===== src/timer_pkg.sv =====
// Constants and types shared by the timer output compare unit
package timer_pkg;

    // ****************************************
    // Register offsets (byte addresses)
    // ****************************************
    localparam logic [7:0] OFF_CTRL = 8'h00;
    localparam logic [7:0] OFF_COUNT = 8'h04;
    localparam logic [7:0] OFF_CMP_A = 8'h08;
    localparam logic [7:0] OFF_CMP_B = 8'h0C;
    localparam logic [7:0] OFF_FLAGS = 8'h10;
    localparam logic [7:0] OFF_IRQ_EN = 8'h14;
    localparam logic [7:0] OFF_FORCE = 8'h18;
    localparam logic [7:0] OFF_PORT = 8'h1C;

    // ****************************************
    // Field positions
    // ****************************************
    localparam int FLAG_OVF = 0;
    localparam int FLAG_A = 1;
    localparam int FLAG_B = 2;
    localparam int PORT_VAL_LSB = 0;
    localparam int PORT_DIR_LSB = 2;

    // ****************************************
    // Reset values and counter extremes
    // ****************************************
    localparam logic [7:0] CTRL_RST = 8'h00;
    localparam logic [7:0] COUNT_RST = 8'h00;
    localparam logic [7:0] CMP_RST = 8'h00;
    localparam logic [2:0] FLAGS_RST = 3'h0;
    localparam logic [2:0] IRQ_EN_RST = 3'h0;
    localparam logic [3:0] PORT_RST = 4'h0;
    localparam logic [7:0] COUNT_BOTTOM = 8'h00;
    localparam logic [7:0] COUNT_MAX = 8'hFF;

    // ****************************************
    // Compare output modes
    // ****************************************
    localparam logic [1:0] COM_OFF = 2'h0;
    localparam logic [1:0] COM_TOGGLE = 2'h1;
    localparam logic [1:0] COM_CLEAR = 2'h2;
    localparam logic [1:0] COM_SET = 2'h3;

    // Control register, waveform mode in the low bits
    typedef struct packed {
        logic run;
        logic [1:0] compare_output_mode_b;
        logic [1:0] compare_output_mode_a;
        logic [2:0] waveform_gen_mode;
    } ctrl_s;

endpackage


===== src/timer_output_compare_unit.sv =====
// Timer output compare unit: counter, two compare channels, APB slave
//
// The APB interface to the registers and the address map were decided locally.
`timescale 1ns/1ps

module timer_output_compare_unit (
    input wire logic clk_sys,
    input wire logic rst_n,
    input wire logic psel,
    input wire logic penable,
    input wire logic pwrite,
    input wire logic [7:0] paddr,
    input wire logic [31:0] pwdata,
    output logic [31:0] prdata,
    output logic pready,
    output logic pslverr,
    input wire logic [2:0] irq_ack,
    output logic [2:0] irq_req,
    output logic [1:0] pin_out,
    output logic [1:0] pin_oe
);

    // ****************************************
    // Helpers
    // ****************************************
    // Odd waveform modes are the PWM modes
    function automatic logic is_pwm(input logic [2:0] wgm);
        is_pwm = wgm[0];
    endfunction

    // Next output state from a match and from reaching bottom
    function automatic logic oc_next(input logic [1:0] com,
                                     input logic st,
                                     input logic match,
                                     input logic bottom);
        logic v;
        v = st;
        if (bottom) begin
            if (com == timer_pkg::COM_CLEAR) begin
                v = 1'b1;
            end else if (com == timer_pkg::COM_SET) begin
                v = 1'b0;
            end
        end
        if (match) begin
            case (com)
                timer_pkg::COM_TOGGLE: v = ~v;
                timer_pkg::COM_CLEAR: v = 1'b0;
                timer_pkg::COM_SET: v = 1'b1;
                default: v = v;
            endcase
        end
        oc_next = v;
    endfunction

    // ****************************************
    // State
    // ****************************************
    timer_pkg::ctrl_s ctrl, next_ctrl;
    logic [7:0] count, next_count;
    logic [7:0] cmp_act [2];
    logic [7:0] next_cmp_act [2];
    logic [7:0] cmp_buf [2];
    logic [7:0] next_cmp_buf [2];
    logic [2:0] flags, next_flags;
    logic [2:0] irq_en, next_irq_en;
    logic [1:0] port_val, next_port_val;
    logic [1:0] dir, next_dir;
    logic [1:0] oc_state, next_oc_state;
    logic block, next_block;
    logic [31:0] next_prdata;
    logic next_pready, next_pslverr;
    logic [2:0] next_irq_req;
    logic [1:0] next_pin_out;
    logic [1:0] match;
    logic [1:0] com [2];
    logic access, wr, pwm, wr_count, at_bottom, mapped;

    assign access = psel & penable & pready;
    assign wr = access & pwrite;
    assign pwm = is_pwm(ctrl.waveform_gen_mode);
    assign wr_count = wr && paddr == timer_pkg::OFF_COUNT;
    assign com[0] = ctrl.compare_output_mode_a;
    assign com[1] = ctrl.compare_output_mode_b;
    // Counter is about to wrap from max to bottom
    assign at_bottom = ctrl.run && !wr_count &&
        count == timer_pkg::COUNT_MAX;

    always_comb begin
        case (paddr)
            timer_pkg::OFF_CTRL, timer_pkg::OFF_COUNT,
            timer_pkg::OFF_CMP_A, timer_pkg::OFF_CMP_B,
            timer_pkg::OFF_FLAGS, timer_pkg::OFF_IRQ_EN,
            timer_pkg::OFF_FORCE, timer_pkg::OFF_PORT: mapped = 1'b1;
            default: mapped = 1'b0;
        endcase
    end

    // ****************************************
    // Next state
    // ****************************************
    always_comb begin
        next_ctrl = ctrl;
        next_count = count;
        next_flags = flags;
        next_irq_en = irq_en;
        next_port_val = port_val;
        next_dir = dir;
        next_oc_state = oc_state;
        next_block = block;
        for (int i = 0; i < 2; i++) begin
            next_cmp_act[i] = cmp_act[i];
            next_cmp_buf[i] = cmp_buf[i];
        end

        // Stopped timer keeps the block until its next running cycle
        if (wr_count) begin
            next_block = 1'b1;
        end else if (ctrl.run) begin
            next_block = 1'b0;
        end

        // Counting ignores the waveform mode and follows only run; all modes count up
        if (wr_count) begin
            next_count = pwdata[7:0];
        end else if (ctrl.run) begin
            next_count = count + 8'h01;
        end

        for (int i = 0; i < 2; i++) begin
            match[i] = ctrl.run && !block &&
                count == cmp_act[i];
            // Output mode bits act at once, no shadow copy
            next_oc_state[i] = oc_next(com[i], oc_state[i], match[i],
                pwm && at_bottom);
            if (wr && !pwm && paddr == timer_pkg::OFF_FORCE &&
                pwdata[i]) begin
                next_oc_state[i] = oc_next(com[i], next_oc_state[i],
                    1'b1, 1'b0);
            end
            if (pwm && at_bottom) begin
                next_cmp_act[i] = cmp_buf[i];
            end
        end

        // Flag clear by write-one or service; a set in the same cycle wins
        if (wr && paddr == timer_pkg::OFF_FLAGS) begin
            next_flags = next_flags & ~pwdata[2:0];
        end
        next_flags = next_flags & ~irq_ack;
        if (match[0]) begin
            next_flags[timer_pkg::FLAG_A] = 1'b1;
        end
        if (match[1]) begin
            next_flags[timer_pkg::FLAG_B] = 1'b1;
        end
        if (at_bottom) begin
            next_flags[timer_pkg::FLAG_OVF] = 1'b1;
        end

        if (wr) begin
            case (paddr)
                timer_pkg::OFF_CTRL: begin
                    // Output state is untouched by a mode change
                    next_ctrl = timer_pkg::ctrl_s'(pwdata[7:0]);
                end
                timer_pkg::OFF_CMP_A, timer_pkg::OFF_CMP_B: begin
                    next_cmp_buf[paddr[2]] = pwdata[7:0];
                    if (!pwm) begin
                        next_cmp_act[paddr[2]] = pwdata[7:0];
                    end
                end
                timer_pkg::OFF_IRQ_EN: next_irq_en = pwdata[2:0];
                timer_pkg::OFF_PORT: begin
                    next_port_val = pwdata[timer_pkg::PORT_VAL_LSB +: 2];
                    next_dir = pwdata[timer_pkg::PORT_DIR_LSB +: 2];
                end
                default: next_block = next_block;
            endcase
        end

        next_irq_req = next_flags & next_irq_en;
        next_pin_out[0] = (next_ctrl.compare_output_mode_a !=
            timer_pkg::COM_OFF) ? next_oc_state[0] : next_port_val[0];
        next_pin_out[1] = (next_ctrl.compare_output_mode_b !=
            timer_pkg::COM_OFF) ? next_oc_state[1] : next_port_val[1];

        // ****************************************
        // APB: one wait state, registered answer
        // ****************************************
        next_pready = psel & penable & ~pready;
        next_pslverr = psel & penable & ~pready & ~mapped;
        next_prdata = 32'h00000000;
        if (psel && penable && !pready && !pwrite) begin
            case (paddr)
                timer_pkg::OFF_CTRL: next_prdata[7:0] = ctrl;
                timer_pkg::OFF_COUNT: next_prdata[7:0] = count;
                timer_pkg::OFF_CMP_A: next_prdata[7:0] =
                    pwm ? cmp_buf[0] : cmp_act[0];
                timer_pkg::OFF_CMP_B: next_prdata[7:0] =
                    pwm ? cmp_buf[1] : cmp_act[1];
                timer_pkg::OFF_FLAGS: next_prdata[2:0] = flags;
                timer_pkg::OFF_IRQ_EN: next_prdata[2:0] = irq_en;
                timer_pkg::OFF_PORT: next_prdata[3:0] = {dir, port_val};
                default: next_prdata = 32'h00000000;
            endcase
        end
    end

    // ****************************************
    // Registers
    // ****************************************
    always_ff @(posedge clk_sys) begin
        if (!rst_n) begin
            ctrl <= timer_pkg::ctrl_s'(timer_pkg::CTRL_RST);
            count <= timer_pkg::COUNT_RST;
            for (int i = 0; i < 2; i++) begin
                cmp_act[i] <= timer_pkg::CMP_RST;
                cmp_buf[i] <= timer_pkg::CMP_RST;
            end
            flags <= timer_pkg::FLAGS_RST;
            irq_en <= timer_pkg::IRQ_EN_RST;
            port_val <= timer_pkg::PORT_RST[1:0];
            dir <= timer_pkg::PORT_RST[3:2];
            oc_state <= 2'h0;
            block <= 1'b0;
            prdata <= 32'h00000000;
            pready <= 1'b0;
            pslverr <= 1'b0;
            irq_req <= 3'h0;
            pin_out <= 2'h0;
            pin_oe <= 2'h0;
        end else begin
            ctrl <= next_ctrl;
            count <= next_count;
            cmp_act <= next_cmp_act;
            cmp_buf <= next_cmp_buf;
            flags <= next_flags;
            irq_en <= next_irq_en;
            port_val <= next_port_val;
            dir <= next_dir;
            oc_state <= next_oc_state;
            block <= next_block;
            prdata <= next_prdata;
            pready <= next_pready;
            pslverr <= next_pslverr;
            irq_req <= next_irq_req;
            pin_out <= next_pin_out;
            pin_oe <= next_dir;
        end
    end
endmodule


===== config.mk =====
export PLATFORM = sky130hd
export DESIGN_NAME = timer_output_compare_unit
export DESIGN_NICKNAME = d
export VERILOG_FILES = /design/src/timer_pkg.sv /design/src/timer_output_compare_unit.sv
export SDC_FILE = /design/constraint.sdc
export NUM_CORES = 1
export LEC_CHECK = 0
export ABC_AREA = 1
export BUFFER_PORTS_ARGS = -buffer_cell sky130_fd_sc_hd__buf_2
export CORE_ASPECT_RATIO = 1.2
export CORE_MARGIN = 10
export CORE_UTILIZATION = 55
export DETAILED_ROUTE_END_ITERATION = 6
export PLACE_DENSITY = 0.83
export SKIP_LAST_GASP = 1
export SLEW_MARGIN = 20
export SYNTH_ARGS = -nofsm -noshare
export SYNTH_HDL_FRONTEND = slang
export SYNTH_SLANG_ARGS = --single-unit

===== constraint.sdc =====
create_clock -name clk_sys -period 2.16 [get_ports clk_sys]
set_input_delay 0.432 -clock clk_sys [delete_from_list [all_inputs] [get_ports clk_sys]]
set_output_delay 0.432 -clock clk_sys [all_outputs]
set_load 0.02 [all_outputs]

Word level (Yosys, flattened, before mapping)
Memories as Yosys holds them, arrays and structs flattened.
Index checks and enable logic that the tools add are counted.

cells by class
  add/sub/neg operators = 1
  order comparisons = 2
  equality and inequality tests = 16
  mux-type cells = 45
  bitwise logic cells = 17
  reduce and logical (&&, ||, !) cells = 31

operators by type and width
  cell                                                                    count
  8-bit two-way mux                                                       7
  16-bit two-way mux                                                      3
  16-bit bitwise mux                                                      2
  8-bit by 5-bit equality test with 1-bit output (second input constant)  4
  3-bit case mux with 7 select lines                                      1
  1-bit two-way mux                                                       18
  8-bit by 4-bit equality test with 1-bit output (second input constant)  2
  8-bit equality test                                                     2
  1-bit logical AND                                                       16
  4-bit case mux with 4 select lines                                      1
  7-bit two-way mux                                                       2
  1-bit case mux with 3 select lines                                      4
  3-bit bitwise AND                                                       3
  3-bit two-way mux                                                       3
  8-bit by 1-bit adder with 8-bit output (second input constant)          1
  8-bit demux with 1-bit select                                           1
  2-bit equality test (second input constant)                             4
  8-bit by 3-bit equality test with 1-bit output (second input constant)  1
  8-bit equality test (second input constant)                             1
  8-bit zero test                                                         1
  2-bit AND reduction                                                     4
  1-bit inverter                                                          6
  3-bit inverter                                                          2
  2-bit nonzero test                                                      3
  other kinds (10)                                                        20

word-level totals
  flip-flop bits (word level) = 100
  ROM bits = 32
  input port bits = 48
  logic and storage cells = 134
  memories kept = 1

memory list
  memory            depth  width  read ports  clocked after memory_dff  wr ports  line                             text
  (name not given)  32     1      1           0                         0         timer_output_compare_unit.sv:90  case (paddr)

Longest topological paths before layout
  depth in word-level cells = 16
  mapped depth = 15

Worst setup path after synthesis
No wires, ideal clock.

  path type = flip-flop to flip-flop
  start = register pready
  end = register pin_out[0]
  arrival time = 1.705 ns
  data required time = 2.043 ns
  slack = 0.338 ns
  stages on the path, launching flop included = 11
  clock period less this slack = 1.822 ns
  cells stage by stage = dfxtp_1 nand2_2 nor2_8 inv_1 or2_1 buf_6 buf_6 o21ai_2 nand2_1 a21oi_1 a21oi_1

on the way
  longest elaborated chain between the ends = 15
  elaborated cells between the ends (all ways) = 21
  classes of those cells = mux (8); bitwise (4); reduce/logical (9)

ends and longest elaborated chain
  what                                line                              text
  from (decl)                         timer_output_compare_unit.sv:15   output logic pready,
  from (signal assigned)              timer_output_compare_unit.sv:245  pready <= next_pready;
  1-bit bitwise AND (*)               timer_output_compare_unit.sv:79   assign access = psel & penable & pready;
  1-bit bitwise AND (*)               timer_output_compare_unit.sv:80   assign wr = access & pwrite;
  1-bit logical AND                   timer_output_compare_unit.sv:82   assign wr_count = wr && paddr == timer_pkg::OFF_COUNT;
  1-bit zero test                     timer_output_compare_unit.sv:86   assign at_bottom = ctrl.run && !wr_count &&
  1-bit logical AND (2 in series)     timer_output_compare_unit.sv:86
  1-bit logical AND                   timer_output_compare_unit.sv:135  pwm && at_bottom);
  1-bit two-way mux                   timer_output_compare_unit.sv:38   if (bottom) begin
  1-bit inverter                      timer_output_compare_unit.sv:47   timer_pkg::COM_TOGGLE: v = ~v;
  1-bit case mux with 3 select lines  timer_output_compare_unit.sv:46   case (com)
  1-bit two-way mux                   timer_output_compare_unit.sv:45   if (match) begin
  1-bit inverter                      timer_output_compare_unit.sv:47
  1-bit case mux with 3 select lines  timer_output_compare_unit.sv:46
  1-bit two-way mux                   timer_output_compare_unit.sv:136  if (wr && !pwm && paddr == timer_pkg::OFF_FORCE &&
  1-bit two-way mux (*)               timer_output_compare_unit.sv:184  timer_pkg::COM_OFF) ? next_oc_state[0] : next_port_val[0];
  to (signal assigned)                timer_output_compare_unit.sv:248  pin_out <= next_pin_out;
  to (decl)                           timer_output_compare_unit.sv:19   output logic [1:0] pin_out,

Mark *: on every way between the ends. The rest lies on a longest branch, timed or not.
A chain may end at the register's enable or synchronous reset.

Worst setup path in the final report
  start = register count[1]
  end = register cmp_act[12] (netlist bit)

on the way
  longest elaborated chain between the ends = 8

ends and longest elaborated chain
  what                             line                              text
  from (decl)                      timer_output_compare_unit.sv:60   logic [7:0] count, next_count;
  from (signal assigned)           timer_output_compare_unit.sv:216  count <= timer_pkg::COUNT_RST;
  from (signal assigned)           timer_output_compare_unit.sv:235  count <= next_count;
  8-bit equality test (*)          timer_output_compare_unit.sv:87   count == timer_pkg::COUNT_MAX;
  1-bit logical AND (*)            timer_output_compare_unit.sv:86
  1-bit logical AND (*)            timer_output_compare_unit.sv:141  if (pwm && at_bottom) begin
  8-bit two-way mux (*)            timer_output_compare_unit.sv:141
  16-bit bitwise mux               timer_output_compare_unit.sv:170  next_cmp_act[paddr[2]] = pwdata[7:0];
  16-bit two-way mux               timer_output_compare_unit.sv:169  if (!pwm) begin
  16-bit two-way mux               timer_output_compare_unit.sv:162  case (paddr)
  16-bit two-way mux (*)           timer_output_compare_unit.sv:161  if (wr) begin
  to (signal, indexed assignment)  timer_output_compare_unit.sv:218  cmp_act[i] <= timer_pkg::CMP_RST;
  to (signal assigned)             timer_output_compare_unit.sv:236  cmp_act <= next_cmp_act;
  to (decl)                        timer_output_compare_unit.sv:61   logic [7:0] cmp_act [2];

Marks and branches as above.

==> impl_results.md <==
- Origin of the worst setup path: count[1]$_SDFFE_PN0P_
- Critical path capture point type: flop
- DRT Wirelength: roughly 12,000 um
- Filler cell count: ~650
- Comb power frac: 5.9%
- Area leader, netlist: dfxtp_1
- Die ar.: between 0.01 and 0.015 mm^2
- Slew margin rel.: 59.2%
- Most common cell in the netlist: nand2_1
- P per Cell Area: between 500 and 600 mW/mm^2
- Max Clock Freq: slightly below 500 MHz
- Clock network power share: a little over two fifths
- Final GP Congestion: between 0.9 and 1
- Initial drt markers: approximately 320
- Pint: roughly 2100 uW
- Later-pin clock latency in the skew report: about 0.35 ns
- Critical Path RT: 2.38 ns
- Seq/Total Area, Yosys: between 30% and 40%
- Largest net degree at the start of global routing: 43
- Share of cells above drive strength 1: a little under a fifth
- Number of synthesized register bits: 76
- Die width: 99.3 um
- Crit start category: flop
- Min Tclk post-route: around 2.0 ns
- DP Wirelength: between 8000 and 9000 um
- Crit share post-route: a little over nine tenths
- DRT Pass-1 Iters: 5
- Worst hold path class: input port to flop
- Outcome: completed
- Post-synth cell types: 45
- Mean number of vias per cell: between 5 and 6
- Final Non-Filler Cells: about 700
- Final Hold Fails: 0
- PortBufs: 40
- I/O pin count: 89
- Area growth syn-to-layout: 11.6%
- Worst Path Arrival: between 2 and 2.5 ns
- Clock root buffer: clkbuf_8
- Setup TNS: 0 ns
- Leakage power: between 0.0015 and 0.002 uW
- Global-route wire length before repair: 19,600 um
- Placed Cells: about 700
- Number of CTS-inserted buffers: 9
- Die height: around 120 um
- Avg Cell Area, Syn: about 7.4 um^2
- Register area: about 0.0015 mm^2
- Grt total ovfl: 0
- CP Class: flop to flop
- Final Max Slew Viols: 0
- Nets: about 670
- Routed Antenna Nets: 0
- Initial Utilization: a little under three fifths
- DRC: 0
- Skew final: 0.0109 ns
- Synth Flop Type: dfxtp_1
- Maximum capacitance violations: 0
- Setup Buffers After CTS: 0
- Hold Startpoint: paddr[5]
- Longest Clk Path Bufs: 2
- Synthesized area: 0.00416 mm^2
- Crit path max fanout: 26
- EDFF count, synth: 0
- Psw: around 660 uW
- Syn Inst Count: around 570
- Max IR drop VDD: between 0.4 and 0.5 mV
- Initial antenna violation count: 0
- Worst-path clk slew: 0.08 ns
- Synth top area share: a little over a third
- Placement Rows: 34
- Vias in the first global route: approximately 3,900
- Setup-failing EPs final: 0
- WL per Instance: approximately 17 um
- Hold_buf cts: 0
- Origin of the critical flop-to-flop path: count[1]$_SDFFE_PN0P_
- Ranking of synthesized cells by area: dfxtp_1, nand2_1, a21oi_1, o21ai_0, inv_1
- Area of the multi-input gates: ~0.0021 mm^2
- Synth warn: 0
- Core ar.: about 0.0073 mm^2
- CTS tree: yes
- Tightest Pin Transition: between 0.6 and 0.7 ns
- Commonest cells in the synthesized netlist: nand2_1, dfxtp_1, a21oi_1, inv_1, o21ai_0
- Unrepaired setup endpoints after global routing: false
- Switching Fraction: ~24%
- Sequential Power Share: between 50% and 60%
- Num Clock Sinks: 76
- # diodes: 0
- Post-CTS resize count: 0
- Synth async-reset ratio: 0%
- Vias: roughly 4,000
- Overall Global Routing Usage: about a fifth
- H-tree levels: 3
-- layout make-up --
cell class,count,share of cell area (%)
clock buffer,12,3.56
sequential,76,32.8
multi-input combinational,395,46.3
timing repair buffer,61,7.99
inverter,73,5.94
clock inverter,3,0.944
tap,90,2.43
-- metrics by stage --
stage | worst slack [ns] | util, % | instance area, um^2 | power, uW | hold WS, ns
2_1_floorplan | 0.338 | - | 4240 | 1570 | 0.430
3_5_place_dp | 0.107 | 60.5 | 4430 | 1590 | 0.452
6_report | 0.134 | 63.4 | 4640 | 2720 | 0.315
3_3_place_gp | 0.146 | 60.5 | 4430 | 1590 | 0.441
4_1_cts | 0.180 | 63.4 | 4640 | 2710 | 0.317
5_1_grt | 0.00286 | 63.4 | 4640 | 2780 | 0.337
-- worst max-delay path: stages (launching register included) --
cell	delay (ns)
dfxtp_1	0.34
ha_1	0.18
nand2_1	0.06
nor2_1	0.15
nand2_1	0.10
nor2_2	0.16
nand3_4	0.14
nor2_4	0.20
buf_12	0.19
o21ai_0	0.11
a21oi_1	0.19
a211oi_1	0.07
-- power by group through the flow --
stage	Sequential, uW	Combinational, uW	Clock, uW
floorplan	1440	130	0
global placement	1440	153	0
detailed placement	1440	155	0
CTS	1400	156	1150
global route	1400	171	1200
finish	1400	159	1160
-- final timing paths --
kind,to,slack [ns],depth (start not counted)
max,cmp_act[12]$_SDFF_PN0_,0.13,11
min,pslverr$_SDFF_PN0_,0.32,3
max reg2reg,cmp_act[12]$_SDFF_PN0_,0.13,11
min reg2reg,ctrl[2]$_SDFFE_PN0P_,0.46,2
-- cell families (layout without fill, tap and decap cells) --
logic type,after synthesis,after routing,synth area share (%)
fa+ha+maj,1,1,0.301
buf+inv,117,149,13.8
other cells,1,24,0.0902
compound gates,178,178,25.4
xor+xnor,9,9,1.90
flops,76,76,36.6
simple gates,183,183,21.9
-- sequential cells by signal, indices dropped and copies added (netlist names) --
| register | count |
|---|---|
| oc_state | 2 |
| port_val | 2 |
| com | 4 |
| pin_out | 2 |
| flags | 3 |
| dir | 2 |
| irq_en | 3 |
| pready | 1 |
| block | 1 |
| count | 8 |
| cmp_act | 16 |
| cmp_buf | 16 |
| irq_req | 3 |
| pslverr | 1 |
| prdata | 8 |
| ctrl | 4 |
-- routing by layer --
layer  part of all wire [%]  vias to the layer above  GRT usage [%]
met5                      0                        -              0
met4                    3.4                        0           9.57
met3                    8.3                       35           4.68
met2                     49                      222           36.3
met1                     39                     1884           23.8
li1                       -                     1954              -
-- layout by cell type, fill, tap and decap left out, types with 22 or more instances in the layout --
cell type	Yosys	final
nand2_1	89	89
dfxtp_1	76	76
inv_1	61	61
a21oi_1	61	61
o21ai_0	60	60
buf_2	3	40
nor2_1	36	36
a211oi_1	24	24
conb_1	1	24
nand3_1	22	22
Power figures use the tool's default switching activity.
